==> src/shared/rcf_defines.vh <==
// Constants for the reset-cause flag block: offsets, field positions, reset values.
// Assumes a plain register port with 8-bit word addresses and 16-bit data.
//
// Functional notes
// - Bit 3 is the supply-collapse flag; an event sets it after a zero write.
// - Supply collapse means the main supply came within one volt of reference.
// - Bit 2 is the reset-pin flag; a pin reset sets it after a zero write.
// - Bit 1 is the I/O-supply flag; set when I/O supply drops below threshold.
// - Bit 0 is the base power-on flag; set when main supply drops below threshold.
// - Register sits at 70h, resets to 000fh, reserved bits read zero.
`ifndef RCF_DEFINES_VH
`define RCF_DEFINES_VH

// ----------------------------------------------------------------------------
// Register offsets
// ----------------------------------------------------------------------------
`define RCF_ADDR_W          8
`define RCF_DATA_W          16
`define RCF_OFF_FLAGS       8'h70
`define RCF_OFF_IRQ_STATUS  8'h71
`define RCF_OFF_IRQ_MASK    8'h72
`define RCF_OFF_RAW         8'h73

// ----------------------------------------------------------------------------
// Field positions and reset values
// ----------------------------------------------------------------------------
`define RCF_NFLAGS          4
`define RCF_BIT_COLLAPSE    3
`define RCF_BIT_RSTPIN      2
`define RCF_BIT_IO_SUPPLY   1
`define RCF_BIT_POR_BASE    0
`define RCF_FLAGS_RESET     4'hf
`define RCF_IRQ_MASK_RESET  4'h0

`endif

==> src/logic/rcf_flag_bit.v <==
// One sticky reset-cause flag: armed by a zero write, set by its event.
// Assumes i_event is already synchronous to i_mclk.
module rcf_flag_bit (
    input  wire i_mclk,
    input  wire i_nrst,
    input  wire i_wr,
    input  wire i_wdata,
    input  wire i_event,
    output reg  o_flag,
    output reg  o_set_pulse
);
    always @(posedge i_mclk or negedge i_nrst) begin
        if (!i_nrst) begin
            o_flag      <= 1'b1;
            o_set_pulse <= 1'b0;
        end else begin
            // The event wins over a zero write in the same cycle so it is not lost.
            if (i_event) begin
                o_flag <= 1'b1;
            end else if (i_wr) begin
                o_flag <= i_wdata;
            end
            o_set_pulse <= i_event & ~o_flag;
        end
    end
endmodule

==> src/logic/rcf_reset_cause.v <==
// Reset-cause capture register with interrupt on flag set.
// Assumes event inputs are asynchronous levels from analog monitors and the pin filter.
//
// The plain strobed port is this design's own decision.
`include "rcf_defines.vh"

module rcf_reset_cause (
    input  wire        i_mclk,
    input  wire        i_nrst,
    input  wire [7:0]  i_addr,
    input  wire [15:0] i_wdata,
    input  wire        i_wr,
    input  wire        i_rd,
    input  wire        i_supply_collapse,
    input  wire        i_reset_pin_event,
    input  wire        i_io_supply_low,
    input  wire        i_main_supply_low,
    output reg  [15:0] o_rdata,
    output reg  [3:0]  o_flags,
    output reg         o_irq
);
    // ------------------------------------------------------------------------
    // Event synchronisation
    // ------------------------------------------------------------------------
    wire [3:0] ev_raw;
    wire [3:0] ev_sync;
    wire [3:0] flags;
    wire [3:0] set_pulse;
    reg  [3:0] irq_status;
    reg  [3:0] irq_mask;
    wire       wr_flags;
    reg  [3:0] next_status;

    // The comparator against reference minus one volt lives in the analog monitor.
    assign ev_raw[`RCF_BIT_COLLAPSE]  = i_supply_collapse;
    assign ev_raw[`RCF_BIT_RSTPIN]    = i_reset_pin_event;
    assign ev_raw[`RCF_BIT_IO_SUPPLY] = i_io_supply_low;
    assign ev_raw[`RCF_BIT_POR_BASE]  = i_main_supply_low;

    rcf_sync2 #(.W(`RCF_NFLAGS)) u_sync (
        .i_mclk  (i_mclk),
        .i_nrst  (i_nrst),
        .i_async (ev_raw),
        .o_sync  (ev_sync)
    );

    // ------------------------------------------------------------------------
    // Flags
    // ------------------------------------------------------------------------
    assign wr_flags = i_wr & (i_addr == `RCF_OFF_FLAGS);

    genvar g;
    generate
        for (g = 0; g < `RCF_NFLAGS; g = g + 1) begin : g_flag
            // Bit 3, 2, 1, 0 set by collapse, pin, I/O supply, base supply.
            rcf_flag_bit u_bit (
                .i_mclk      (i_mclk),
                .i_nrst      (i_nrst),
                .i_wr        (wr_flags),
                .i_wdata     (i_wdata[g]),
                .i_event     (ev_sync[g]),
                .o_flag      (flags[g]),
                .o_set_pulse (set_pulse[g])
            );
        end
    endgenerate

    // ------------------------------------------------------------------------
    // Interrupt status and mask
    // ------------------------------------------------------------------------
    always @* begin
        next_status = irq_status;
        if (i_wr && i_addr == `RCF_OFF_IRQ_STATUS) begin
            next_status = irq_status & ~i_wdata[3:0];
        end
        // A set in the clearing cycle wins.
        next_status = next_status | set_pulse;
    end

    always @(posedge i_mclk or negedge i_nrst) begin
        if (!i_nrst) begin
            irq_status <= 4'h0;
            irq_mask   <= `RCF_IRQ_MASK_RESET;
            o_irq      <= 1'b0;
            o_flags    <= `RCF_FLAGS_RESET;
            o_rdata    <= 16'h0000;
        end else begin
            irq_status <= next_status;
            if (i_wr && i_addr == `RCF_OFF_IRQ_MASK) begin
                irq_mask <= i_wdata[3:0];
            end
            o_irq   <= |(next_status & irq_mask);
            o_flags <= flags;
            if (i_rd) begin
                case (i_addr)
                    `RCF_OFF_FLAGS:      o_rdata <= {12'h000, flags};
                    `RCF_OFF_IRQ_STATUS: o_rdata <= {12'h000, irq_status};
                    `RCF_OFF_IRQ_MASK:   o_rdata <= {12'h000, irq_mask};
                    `RCF_OFF_RAW:        o_rdata <= {12'h000, ev_sync};
                    default:             o_rdata <= 16'h0000;
                endcase
            end else begin
                o_rdata <= 16'h0000;
            end
        end
    end
endmodule

==> src/logic/rcf_sync2.v <==
// Two-stage synchroniser for a group of asynchronous event levels.
// Assumes the inputs are levels held at least two clock periods.
module rcf_sync2 #(
    parameter W = 4
) (
    input  wire         i_mclk,
    input  wire         i_nrst,
    input  wire [W-1:0] i_async,
    output reg  [W-1:0] o_sync
);
    reg [W-1:0] meta;

    always @(posedge i_mclk or negedge i_nrst) begin
        if (!i_nrst) begin
            meta   <= {W{1'b0}};
            o_sync <= {W{1'b0}};
        end else begin
            meta   <= i_async;
            o_sync <= meta;
        end
    end
endmodule

==> config.mk <==
export PLATFORM = sky130hd
export DESIGN_NAME = rcf_reset_cause
export DESIGN_NICKNAME = d
export VERILOG_FILES = /design/src/logic/rcf_flag_bit.v /design/src/logic/rcf_reset_cause.v /design/src/logic/rcf_sync2.v
export VERILOG_INCLUDE_DIRS = /design/src /design/src/shared
export SDC_FILE = /design/constraint.sdc
export NUM_CORES = 1
export LEC_CHECK = 0
export BUFFER_PORTS_ARGS = -buffer_cell sky130_fd_sc_hd__buf_2
export CORE_MARGIN = 2
export CORE_UTILIZATION = 48
export DETAILED_ROUTE_END_ITERATION = 8
export PLACE_DENSITY = 0.78
export SLEW_MARGIN = 20
export SYNTH_ARGS = -nofsm -noshare
export SYNTH_HDL_FRONTEND = slang
export SYNTH_SLANG_ARGS = --single-unit
==> constraint.sdc <==
create_clock -name i_mclk -period 1.4 [get_ports i_mclk]
set_input_delay 0.07 -clock i_mclk [delete_from_list [all_inputs] [get_ports i_mclk]]
set_output_delay 0.07 -clock i_mclk [all_outputs]
set_load 0.02 [all_outputs]
==> out/summary.json, run 1 <==
{
  "run_status": {
    "outcome": "finished clean"
  },
  "grt": {
    "overflow": 0,
    "antenna_found_initial": 0,
    "grt_start_max_net_pins": 34,
    "grt_pass1_wl_um": 4000,
    "globalRouteTotalUtil": 0.165,
    "grt_pass1_vias": 888
  },
  "placement": {
    "dpl-instance-area_um2": 1540,
    "portBuffers": 28,
    "placedCellCount": 170,
    "place_ws_ns": -0.0157,
    "globalplace.congestion": 0.732,
    "detailedPlacementHpwl_um": 1810
  },
  "clock_network": {
    "postCtsSetupRepairBufs": 0,
    "cts_num_sinks": 33,
    "clock_path_buffers": 2,
    "tritoncts": "built",
    "cts_buffers": 5,
    "worstSkewPairLatency_ns": 0.33,
    "cts.reportedPaths.clkPinSlew_ns": 0.10,
    "cts-htree-levels": 2,
    "cts_root_buf": "sky130_fd_sc_hd__clkbuf_4"
  },
  "job": {
    "max_cap_violations": 0
  },
  "route": {
    "detail_route.iter0.violations": 29,
    "antenna_left": 0,
    "drt_wl_total_um": 2480,
    "routed_wire_length_per_instance_um": 13.3,
    "drt-vias-per-instance": 5.11,
    "via_count": 950,
    "drt_first_pass_iters": 4,
    "detail_route.drc_violations": 0
  },
  "hold_path": {
    "hold_class": "in2reg",
    "min_delay_worst_endpoint": "o_rdata[1]$_DFF_PN0_",
    "min_from": "i_rd",
    "hold_path_depth": 3
  },
  "setup_path": {
    "critical_path_startpoint_category": "register",
    "crit_path_max_incr_delay_ns": 0.47,
    "worstPathArrival_ns": 1.37,
    "timing.reg2reg.setup_slack_ns": 0.26,
    "critical_path.top_delay_family": "multiplexers",
    "critPathBufInv": 0,
    "rr_endpoint": "o_rdata[2]$_DFF_PN0_",
    "path_cells": "mux4_2, nor2b_1",
    "crit_slowest_cell": "sky130_fd_sc_hd__mux4_2",
    "critical_path_required_ns": 1.63,
    "crit_path_max_fanout": 4,
    "timing_worst_setup_path_type": "reg2reg",
    "rr_worst_depth": 2,
    "r2r-start": "u_sync.o_sync[2]$_DFF_PN0_",
    "critical_path.endpoint_type": "register"
  },
  "die": {
    "design.core.area_um2": 2760,
    "rows": 19,
    "design.die.area_um2": 3360,
    "pin_count": 53,
    "fp.dieW_um": 57.9,
    "start_util": 0.506,
    "fp.dieH_um": 57.9
  },
  "pwr": {
    "max-vdd-ir-drop_mv": 0.702,
    "switchingPower_uw": 410,
    "power.density_nw_per_um2": 1020,
    "total_leakage_power_uw": 0.000753,
    "netSwitchingFraction": 0.240,
    "gate_power_share": 0.105,
    "power.clock.fraction": 0.310,
    "sequential_share_of_power": 0.585,
    "power.internal_uw": 1300
  },
  "layout": {
    "final_cell_count_no_fill": 186,
    "nets": 187,
    "antenna-diode-count": 0,
    "layout-area-overhead-vs-synth_pct": 20.7,
    "drive_gt1_frac": 0.355,
    "final_cell_area_um2": 1690
  },
  "yosys": {
    "synth_seq_area_share": 0.599,
    "synth.yosys.warnings": 0,
    "post_synthesis_instance_area_um2": 1400,
    "synthCells": 111,
    "flip_flop_and_latch_count_after_synthesis": 33,
    "yosysUniqueCellTypes": 23,
    "synth_area_per_cell_um2": 12.6
  },
  "sta": {
    "period_share": 0.812,
    "post_layout_minimum_cycle_time_ns": 1.14,
    "maxSlewViolCount": 0,
    "timing.final.setup_violations": 0,
    "skew_ns": 0.0112,
    "timing_hold_violations_final": 0,
    "grt_setup_unrepaired": "no",
    "max_freq_mhz": 880,
    "tightest_slew_margin_relative_to_the_limit": 0.534,
    "post_route_setup_slack_ns": 0.263,
    "timing_worst_slew_pin_value_ns": 0.699
  }
}
==> Yosys cell counts <==
cell	count	area share
sky130_fd_sc_hd__and4bb_2	1	0.0090
sky130_fd_sc_hd__nor3_1	4	0.014
sky130_fd_sc_hd__dfrtp_1	25	0.45
sky130_fd_sc_hd__dfstp_2	8	0.15
sky130_fd_sc_hd__mux2_1	2	0.016
sky130_fd_sc_hd__clkbuf_1	1	0.0027
sky130_fd_sc_hd__nand3_2	1	0.0072
sky130_fd_sc_hd__nor3b_2	1	0.0090
sky130_fd_sc_hd__buf_4	12	0.065
sky130_fd_sc_hd__nand4_1	1	0.0045
sky130_fd_sc_hd__buf_2	1	0.0036
sky130_fd_sc_hd__nor3b_4	1	0.013
sky130_fd_sc_hd__nor2_1	9	0.024
sky130_fd_sc_hd__o21ai_0	9	0.032
sky130_fd_sc_hd__conb_1	1	0.0027
sky130_fd_sc_hd__inv_1	4	0.011
sky130_fd_sc_hd__a31oi_1	4	0.018
sky130_fd_sc_hd__and4_1	2	0.013
sky130_fd_sc_hd__mux4_2	4	0.065
sky130_fd_sc_hd__mux2_2	2	0.016
sky130_fd_sc_hd__a21oi_1	4	0.014
sky130_fd_sc_hd__nor2b_1	13	0.058
sky130_fd_sc_hd__nand3_1	1	0.0036
==> per-layer routing <==
metal / track usage / wire [um]
met4: 0.0764 / 61
met3: 0.0647 / 156
met2: 0.263 / 1270
met1: 0.198 / 988
met5: 0 / 0
==> how the worst max path moves through the flow <==
stage	cells past startpoint	from	to	slack (ns)
finish	2	u_sync.o_sync[2]$_DFF_PN0_	o_rdata[2]$_DFF_PN0_	0.26
global route	4	irq_status[1]$_DFF_PN0_	o_irq$_DFF_PN0_	0.17
CTS	2	u_sync.o_sync[2]$_DFF_PN0_	o_rdata[2]$_DFF_PN0_	0.25
detailed placement	5	i_addr[2]	irq_mask[0]$_DFFE_PN0P_	-0.02
global placement	5	i_addr[2]	irq_mask[3]$_DFFE_PN0P_	0.007
floorplan	4	i_addr[2]	irq_mask[0]$_DFFE_PN0P_	0.17
==> logic make-up after synthesis <==
group	Yosys count	share of synthesized area
compound gates	17	0.0645
mux	8	0.0968
flops	33	0.599
buf+inv	18	0.0815
simple gates	34	0.156
other cells	1	0.00269
==> worst register-to-register path: stages (launching register included) <==
cell	delay (ns)
sky130_fd_sc_hd__dfrtp_1	0.42
sky130_fd_sc_hd__mux4_2	0.47
sky130_fd_sc_hd__nor2b_1	0.15
==> through the flow <==
| step | TNS, ns | utilization | hold slack, ns | power (uW) |
|---|---|---|---|---|
| finish | 0 | 0.611 | 0.0480 | 1710 |
| global route | 0 | 0.611 | 0.0537 | 1780 |
| CTS | 0 | 0.611 | 0.0471 | 1730 |
| detailed placement | -0.0328 | 0.559 | 0.149 | 1180 |
| global placement | 0 | 0.559 | 0.137 | 1170 |
| floorplan | 0 | - | -0.226 | 1140 |
==> registers in the layout, indices dropped and copies added (netlist names) <==
register,count
u_sync.meta,4
o_rdata,4
irq_status,4
g_flag.u_bit.o_flag,4
g_flag.u_bit.o_set_pulse,4
o_irq,1
u_sync.o_sync,4
o_flags,4
irq_mask,4
==> layout make-up <==
cell class | count | area, um2
inverters | 4 | 15.0
multi-input cells | 71 | 488
fillers | 215 | 1070
flip-flops and latches | 33 | 836
well taps | 31 | 38.8
clock buffers | 7 | 55.1
repair buffers | 40 | 253
==> power by group through the flow <==
| stage | Combinational, uW | Clock [uW] | Sequential [uW] |
|---|---|---|---|
| after floorplan | 112 | 0 | 1020 |
| after global placement | 157 | 0 | 1020 |
| after detailed placement | 162 | 0 | 1020 |
| after CTS | 181 | 544 | 1000 |
| after global routing | 199 | 576 | 1010 |
| final | 180 | 531 | 1000 |
==> placed cells by master, fill, tap and decap left out, drive strengths merged <==
cell type / Yosys / layout
a21oi: 4 / 4
a31oi: 4 / 4
and4: 2 / 2
and4bb: 1 / 1
buf: 13 / 31
clkbuf: 1 / 7
conb: 1 / 12
dfrtp: 25 / 25
dfstp: 8 / 8
dlygate4sd3: 0 / 9
inv: 4 / 4
mux2: 4 / 4
mux4: 4 / 4
nand3: 2 / 2
nand4: 1 / 1
nor2: 9 / 9
nor2b: 13 / 13
nor3: 4 / 4
nor3b: 2 / 2
o21ai: 9 / 9
==> timing repair <==
action,CTS,global route
hold buffers,9,0
endpoints found under the hold margin,33,0
gates resized for setup,0,0
Power figures use the tool's default switching activity.
==> inputs of run 2 (changes only) <==
==> constraint.sdc (replaced) <==
create_clock -name i_mclk -period 1.05 [get_ports i_mclk]
set_input_delay 0.0525 -clock i_mclk [delete_from_list [all_inputs] [get_ports i_mclk]]
set_output_delay 0.0525 -clock i_mclk [all_outputs]
set_load 0.02 [all_outputs]
==> out/summary.json, run 2 (synthesis results as in run 1) <==
{
  "run_status": {
    "outcome": "finished, violations left",
    "failed_checks": "negative setup slack"
  },
  "grt": {
    "globalRouteTotalUtil": {"value": 0.182, "change": "+0.0165"},
    "antenna_found_initial": {"value": 0, "change": "unchanged"},
    "overflow": {"value": 0, "change": "unchanged"},
    "grt_start_max_net_pins": {"value": 34, "change": "unchanged"},
    "grt_pass1_wl": {"value": 4400, "unit": "um", "change": "+9.8%"},
    "grt_pass1_vias": {"value": 999, "change": "+13%"}
  },
  "layout": {
    "most_common_cell_after_layout_fill_and_taps_aside": "sky130_fd_sc_hd__dfrtp_1",
    "final_cell_utilization_of_the_core": {"value": 0.680, "change": "+0.0685"},
    "num-fill-cells": {"value": 190, "change": "-12%"},
    "regArea": {"value": 836, "unit": "um2", "change": "unchanged"},
    "antenna-diode-count": {"value": 0, "change": "unchanged"},
    "nets": {"value": 204, "change": "+9.1%"},
    "final_cell_count_no_fill": {"value": 204, "change": "+9.7%"},
    "mostFrequentLayoutCells": "sky130_fd_sc_hd__dfrtp_1 (25), sky130_fd_sc_hd__buf_2 (24), sky130_fd_sc_hd__buf_4 (20)",
    "multi_input_comb_area": {"value": 509, "unit": "um2", "change": "+4.4%"},
    "layout-area-overhead-vs-synth_pct": 34.2,
    "drive_gt1_frac": {"value": 0.445, "change": "+0.0902"}
  },
  "die": {
    "fp.dieH": {"value": 57.9, "unit": "um", "change": "unchanged"},
    "start_util": {"value": 0.506, "change": "unchanged"},
    "fp.dieW": {"value": 57.9, "unit": "um", "change": "unchanged"},
    "design.die.area": {"value": 3360, "unit": "um2", "change": "unchanged"},
    "rows": {"value": 19, "change": "unchanged"},
    "design.core.area": {"value": 2760, "unit": "um2", "change": "unchanged"},
    "pin_count": {"value": 53, "change": "unchanged"}
  },
  "pwr": {
    "max-vdd-ir-drop": {"value": 1.13, "unit": "mV", "change": "+60%"},
    "netSwitchingFraction": {"value": 0.237, "change": "-0.00263"},
    "total_leakage_power": {"value": 0.000860, "unit": "uW", "change": "+14%"},
    "power.internal": {"value": 1830, "unit": "uW", "change": "+41%"},
    "power.clock.fraction": {"value": 0.327, "change": "+0.017"},
    "switchingPower": {"value": 570, "unit": "uW", "change": "+39%"},
    "gate_power_share": {"value": 0.119, "change": "+0.014"},
    "sequential_share_of_power": {"value": 0.554, "change": "-0.031"},
    "power.density": {"value": 1280, "unit": "nW/um2", "change": "+26%"}
  },
  "sta": {
    "grt_setup_unrepaired": "yes",
    "timing.final.setup_violations": {"value": 8, "change": "+8"},
    "post_layout_minimum_cycle_time": {"value": 1.11, "unit": "ns", "change": "-0.0237 ns"},
    "maxSlewViolCount": {"value": 0, "change": "unchanged"},
    "timing_hold_violations_final": {"value": 0, "change": "unchanged"},
    "post_route_setup_slack": {"value": -0.0629, "unit": "ns", "change": "-0.326 ns"},
    "period_share": {"value": 1.06, "change": "+0.248"},
    "skew": {"value": 0.0128, "unit": "ns", "change": "+0.00162 ns"},
    "max_freq": {"value": 899, "unit": "MHz", "change": "+2.1%"}
  },
  "clock_network": {
    "cts_buffers": {"value": 5, "change": "unchanged"},
    "cts_num_sinks": {"value": 33, "change": "unchanged"},
    "clock_path_buffers": {"value": 2, "change": "unchanged"},
    "worstSkewPairLatency": {"value": 0.34, "unit": "ns", "change": "about the same"},
    "tritoncts": "built",
    "cts_root_buf": "sky130_fd_sc_hd__clkbuf_4",
    "cts.reportedPaths.clkPinSlew": {"value": 0.10, "unit": "ns", "change": "about the same"},
    "cts-htree-levels": {"value": 2, "change": "unchanged"}
  },
  "route": {
    "detail_route.iter0.violations": {"value": 15, "change": "-48%"},
    "drt_first_pass_iters": {"value": 4, "change": "unchanged"},
    "antenna_left": {"value": 0, "change": "unchanged"},
    "drt-vias-per-instance": {"value": 5.01, "change": "-1.9%"},
    "routed_wire_length_per_instance": {"value": 13.4, "unit": "um", "change": "+0.61%"},
    "drt_wl_total": {"value": 2730, "unit": "um", "change": "+10%"},
    "via_count": {"value": 1022, "change": "+7.6%"},
    "detail_route.drc_violations": {"value": 0, "change": "unchanged"}
  },
  "placement": {
    "portBuffers": {"value": 28, "change": "unchanged"},
    "placedCellCount": {"value": 181, "change": "+6.5%"},
    "globalplace.congestion": {"value": 0.841, "change": "+15%"},
    "detailedPlacementHpwl": {"value": 1970, "unit": "um", "change": "+8.7%"}
  },
  "setup_path": {
    "critical_path_required": {"value": 1.28, "unit": "ns", "change": "-0.35 ns"},
    "timing.critical_path.to": "o_rdata[1]$_DFF_PN0_",
    "timing_worst_setup_path_type": "reg2reg",
    "crit_path_max_fanout": {"value": 4, "change": "unchanged"},
    "timing.reg2reg.setup_slack": {"value": -0.06, "unit": "ns", "change": "-0.33 ns"},
    "critical_path_startpoint_category": "register",
    "startpoint": "irq_mask[1]$_DFFE_PN0P_",
    "r2r-start": "irq_mask[1]$_DFFE_PN0P_",
    "critical_path.endpoint_type": "register",
    "rr_worst_depth": {"value": 2, "change": "unchanged"},
    "rr_endpoint": "o_rdata[1]$_DFF_PN0_",
    "worstPathArrival": {"value": 1.35, "unit": "ns", "change": "-0.02 ns"}
  },
  "hold_path": {
    "hold_path_depth": {"value": 3, "change": "unchanged"},
    "hold_class": "in2reg",
    "min_from": "i_rd"
  },
  "job": {
    "max_cap_violations": {"value": 0, "change": "unchanged"}
  }
}
## run 2: how the worst min path moves through the flow
stage	to	slack [ns]
after floorplan	g_flag[0].u_bit.o_set_pulse$_DFF_PN0_	-0.24
after global placement	g_flag[1].u_bit.o_set_pulse$_DFF_PN0_	0.09
after detailed placement	o_rdata[1]$_DFF_PN0_	0.1
after CTS	o_rdata[2]$_DFF_PN0_	0.03
after global routing	o_rdata[2]$_DFF_PN0_	0.04
final	o_rdata[2]$_DFF_PN0_	0.04
## run 2: final cells by class
type,count,share of cell area
sequential,33,0.446
inverter,4,0.00801
multi-input combinational,71,0.272
clock inverter,1,0.00267
tap,31,0.0207
clock buffer,7,0.0347
timing repair buffer,57,0.216
## run 2: worst max-delay path, stage by stage, from the launching register on
cell and delay (ns):
sky130_fd_sc_hd__dfrtp_1 0.41, sky130_fd_sc_hd__mux4_2 0.46, sky130_fd_sc_hd__nor2b_1 0.14
## run 2: power by group through the flow
stage / sequential, uW / combinational [uW] / clock, uW
6_report: 1330 / 286 / 787
5_1_grt: 1340 / 311 / 867
4_1_cts: 1330 / 280 / 813
2_1_floorplan: 1370 / 150 / 0
3_5_place_dp: 1360 / 240 / 0
3_3_place_gp: 1350 / 230 / 0
## run 2: metal layers
layer,global-route usage,wire length (um),vias up
met5,0,0,-
met4,0.0963,68,0
li1,-,-,482
met3,0.0670,191,8
met2,0.304,1420,44
met1,0.202,1050,488
## run 2: timing repair
action | CTS | global route
gates cloned | 0 | 0
setup endpoints to repair | 10 | 13
hold buffers | 9 | 0
pin swaps | 3 | 3
buffers inserted | 3 | 3
endpoints found under the hold margin | 35 | 0
gates resized for setup | 11 | 8
## run 2: through the flow
| stage | hold slack [ns] | TNS (ns) | total power, uW | worst slack, ns | area [um2] |
|---|---|---|---|---|---|
| floorplan | -0.243 | -0.561 | 1520 | -0.128 | 1440 |
| global placement | 0.0863 | -2.00 | 1580 | -0.269 | 1620 |
| detailed placement | 0.0998 | -2.76 | 1600 | -0.359 | 1620 |
| CTS | 0.0288 | -0.270 | 2420 | -0.0662 | 1830 |
| global route | 0.0369 | -0.703 | 2510 | -0.106 | 1870 |
| finish | 0.0362 | -0.354 | 2400 | -0.0629 | 1870 |
==> inputs of run 3 (changes only) <==
--- a/config.mk
+++ b/config.mk
@@ -8,9 +8,9 @@
 export LEC_CHECK = 0
 export BUFFER_PORTS_ARGS = -buffer_cell sky130_fd_sc_hd__buf_2
 export CORE_MARGIN = 2
-export CORE_UTILIZATION = 48
+export CORE_UTILIZATION = 43
 export DETAILED_ROUTE_END_ITERATION = 8
-export PLACE_DENSITY = 0.78
+export PLACE_DENSITY = 0.74
 export SLEW_MARGIN = 20
 export SYNTH_ARGS = -nofsm -noshare
 export SYNTH_HDL_FRONTEND = slang
==> constraint.sdc (replaced) <==
create_clock -name i_mclk -period 0.9 [get_ports i_mclk]
set_input_delay 0.045 -clock i_mclk [delete_from_list [all_inputs] [get_ports i_mclk]]
set_output_delay 0.045 -clock i_mclk [all_outputs]
set_load 0.02 [all_outputs]
==> out/summary.json, run 3 (synthesis results as in run 1) <==
{
  "sta": {
    "skew": {"value": 0.0160, "unit": "ns", "change": "+0.00318 ns"},
    "post_layout_minimum_cycle_time": {"value": 1.14, "unit": "ns", "change": "+0.0293 ns"},
    "timing.final.setup_violations": {"value": 20, "change": "+12"},
    "post_route_setup_slack": {"value": -0.242, "unit": "ns", "change": "-0.179 ns"},
    "timing_hold_violations_final": {"value": 0, "change": "unchanged"},
    "maxSlewViolCount": {"value": 0, "change": "unchanged"},
    "grt_setup_unrepaired": "yes",
    "max_freq": {"value": 876, "unit": "MHz", "change": "-2.6%"},
    "period_share": {"value": 1.27, "change": "+0.209"}
  },
  "pwr": {
    "power.internal": {"value": 2600, "unit": "uW", "change": "+42%"},
    "switchingPower": {"value": 743, "unit": "uW", "change": "+30%"},
    "sequential_share_of_power": {"value": 0.465, "change": "-0.089"},
    "gate_power_share": {"value": 0.123, "change": "+0.004"},
    "max-vdd-ir-drop": {"value": 0.967, "unit": "mV", "change": "-14%"},
    "power.clock.fraction": {"value": 0.412, "change": "+0.085"},
    "netSwitchingFraction": {"value": 0.222, "change": "-0.0146"},
    "total_leakage_power": {"value": 0.000943, "unit": "uW", "change": "+9.6%"},
    "power.density": {"value": 1560, "unit": "nW/um2", "change": "+22%"}
  },
  "route": {
    "drt_first_pass_iters": {"value": 4, "change": "unchanged"},
    "antenna_left": {"value": 0, "change": "unchanged"},
    "drt_wl_total": {"value": 3170, "unit": "um", "change": "+16%"},
    "detail_route.drc_violations": {"value": 0, "change": "unchanged"},
    "routed_wire_length_per_instance": {"value": 14.2, "unit": "um", "change": "+6.2%"},
    "via_count": {"value": 1065, "change": "+4.2%"},
    "drt-vias-per-instance": {"value": 4.78, "change": "-4.7%"},
    "detail_route.iter0.violations": {"value": 28, "change": "+13"}
  },
  "setup_path": {
    "rr_worst_depth": {"value": 2, "change": "unchanged"},
    "crit_path_max_incr_delay": {"value": 0.47, "unit": "ns", "change": "about the same"},
    "crit_path_max_fanout": {"value": 4, "change": "unchanged"},
    "timing.reg2reg.setup_slack": {"value": -0.24, "unit": "ns", "change": "-0.18 ns"},
    "rr_endpoint": "o_rdata[3]$_DFF_PN0_",
    "critical_path.endpoint_type": "register",
    "startpoint": "irq_status[3]$_DFF_PN0_",
    "critical_path_startpoint_category": "register",
    "r2r-start": "irq_status[3]$_DFF_PN0_",
    "timing_worst_setup_path_type": "reg2reg",
    "path_cells": "mux4_2, nor2b_1",
    "crit_slowest_cell": "sky130_fd_sc_hd__mux4_2",
    "critical_path_required": {"value": 1.14, "unit": "ns", "change": "-0.14 ns"},
    "worstPathArrival": {"value": 1.38, "unit": "ns", "change": "+0.03 ns"},
    "timing.critical_path.to": "o_rdata[3]$_DFF_PN0_"
  },
  "layout": {
    "nets": {"value": 210, "change": "+2.9%"},
    "regArea": {"value": 836, "unit": "um2", "change": "unchanged"},
    "layout-area-overhead-vs-synth_pct": 53.2,
    "drive_gt1_frac": {"value": 0.520, "change": "+0.0745"},
    "final_cell_count_no_fill": {"value": 223, "change": "+9.3%"},
    "num-fill-cells": {"value": 211, "change": "+11%"},
    "antenna-diode-count": {"value": 0, "change": "unchanged"},
    "mostFrequentLayoutCells": "sky130_fd_sc_hd__dfrtp_1 (25), sky130_fd_sc_hd__buf_4 (20), sky130_fd_sc_hd__buf_2 (17)",
    "most_common_cell_after_layout_fill_and_taps_aside": "sky130_fd_sc_hd__dfrtp_1",
    "multi_input_comb_area": {"value": 606, "unit": "um2", "change": "+19%"}
  },
  "grt": {
    "globalRouteTotalUtil": {"value": 0.184, "change": "+0.00265"},
    "grt_start_max_net_pins": {"value": 22, "change": "-35%"},
    "antenna_found_initial": {"value": 0, "change": "unchanged"},
    "grt_pass1_vias": {"value": 1029, "change": "+3.0%"},
    "overflow": {"value": 0, "change": "unchanged"},
    "grt_pass1_wl": {"value": 4730, "unit": "um", "change": "+7.5%"}
  },
  "die": {
    "fp.dieH": {"value": 61.0, "unit": "um", "change": "+5.3%"},
    "design.core.area": {"value": 3080, "unit": "um2", "change": "+12%"},
    "start_util": {"value": 0.454, "change": "-0.0527"},
    "pin_count": {"value": 53, "change": "unchanged"},
    "rows": {"value": 20, "change": "+1"},
    "fp.dieW": {"value": 61.0, "unit": "um", "change": "+5.3%"},
    "design.die.area": {"value": 3720, "unit": "um2", "change": "+11%"}
  },
  "hold_path": {
    "min_from": "i_rd",
    "hold_class": "in2reg"
  },
  "clock_network": {
    "worstSkewPairLatency": {"value": 0.34, "unit": "ns", "change": "about the same"},
    "cts-htree-levels": {"value": 2, "change": "unchanged"},
    "cts_root_buf": "sky130_fd_sc_hd__clkbuf_4",
    "cts_num_sinks": {"value": 33, "change": "unchanged"},
    "tritoncts": "built",
    "cts.reportedPaths.clkPinSlew": {"value": 0.11, "unit": "ns", "change": "about the same"},
    "clock_path_buffers": {"value": 2, "change": "unchanged"},
    "cts_buffers": {"value": 5, "change": "unchanged"}
  },
  "placement": {
    "place_ws": {"value": -0.447, "unit": "ns", "change": "-0.0876 ns"},
    "globalplace.congestion": {"value": 0.773, "change": "-8.0%"},
    "detailedPlacementHpwl": {"value": 1820, "unit": "um", "change": "-7.7%"},
    "placedCellCount": {"value": 199, "change": "+9.9%"},
    "portBuffers": {"value": 28, "change": "unchanged"}
  },
  "job": {
    "max_cap_violations": {"value": 0, "change": "unchanged"}
  },
  "run_status": {
    "failed_checks": "negative setup slack",
    "outcome": "finished, violations left"
  }
}
[run 3: how the worst min path moves through the flow]
stage,end,depth (start not counted)
floorplan,g_flag[0].u_bit.o_set_pulse$_DFF_PN0_,0
global placement,o_rdata[2]$_DFF_PN0_,1
detailed placement,o_rdata[2]$_DFF_PN0_,1
CTS,o_rdata[0]$_DFF_PN0_,3
global route,o_rdata[0]$_DFF_PN0_,3
finish,o_rdata[0]$_DFF_PN0_,3
[run 3: power groups by stage]
stage | combinational (uW) | clock [uW] | sequential (uW)
floorplan | 176 | 0 | 1590
global placement | 289 | 0 | 1580
detailed placement | 296 | 0 | 1580
CTS | 372 | 1400 | 1550
global route | 443 | 1460 | 1560
finish | 411 | 1370 | 1550
[run 3: routing by layer]
layer  share of wire  wire (um)  GRT usage  vias up
met4           0.012         38     0.0652        0
li1                -          -          -      499
met3           0.051        162     0.0640        4
met2            0.53       1680      0.304       45
met1            0.41       1290      0.226      517
met5               0          0          0        -
[run 3: area by class of cell]
cell class / count / area share
Sequential cell: 33 / 0.391
Multi-Input combinational cell: 71 / 0.283
Timing Repair Buffer: 63 / 0.246
Clock inverter: 3 / 0.0304
Tap cell: 44 / 0.0257
Clock buffer: 5 / 0.0175
Inverter: 4 / 0.00702
[run 3: worst max-delay path, delay by kind of cell (launching register included)]
kind	cells	cell delay, ns
flops	1	0.42
simple gates	1	0.15
mux	1	0.47
[run 3: timing repair]
action,CTS,global route
setup buffers,5,3
endpoints found under the hold margin,40,0
hold buffers,9,0
pin swaps,7,13
resized for setup,30,18
setup endpoints to repair,19,26
[run 3: metrics by stage]
stage                     total power (uW)  hold slack, ns   util  TNS (ns)  instance area [um2]
after floorplan                       1770          -0.251      -     -1.98                 1440
after global placement                1870         -0.0456  0.549     -4.25                 1690
after detailed placement              1880         -0.0438  0.549     -4.63                 1690
after CTS                             3320         0.00882  0.654     -1.96                 2010
after global routing                  3460          0.0378  0.695     -2.91                 2140
final                                 3340          0.0343  0.695     -2.19                 2140
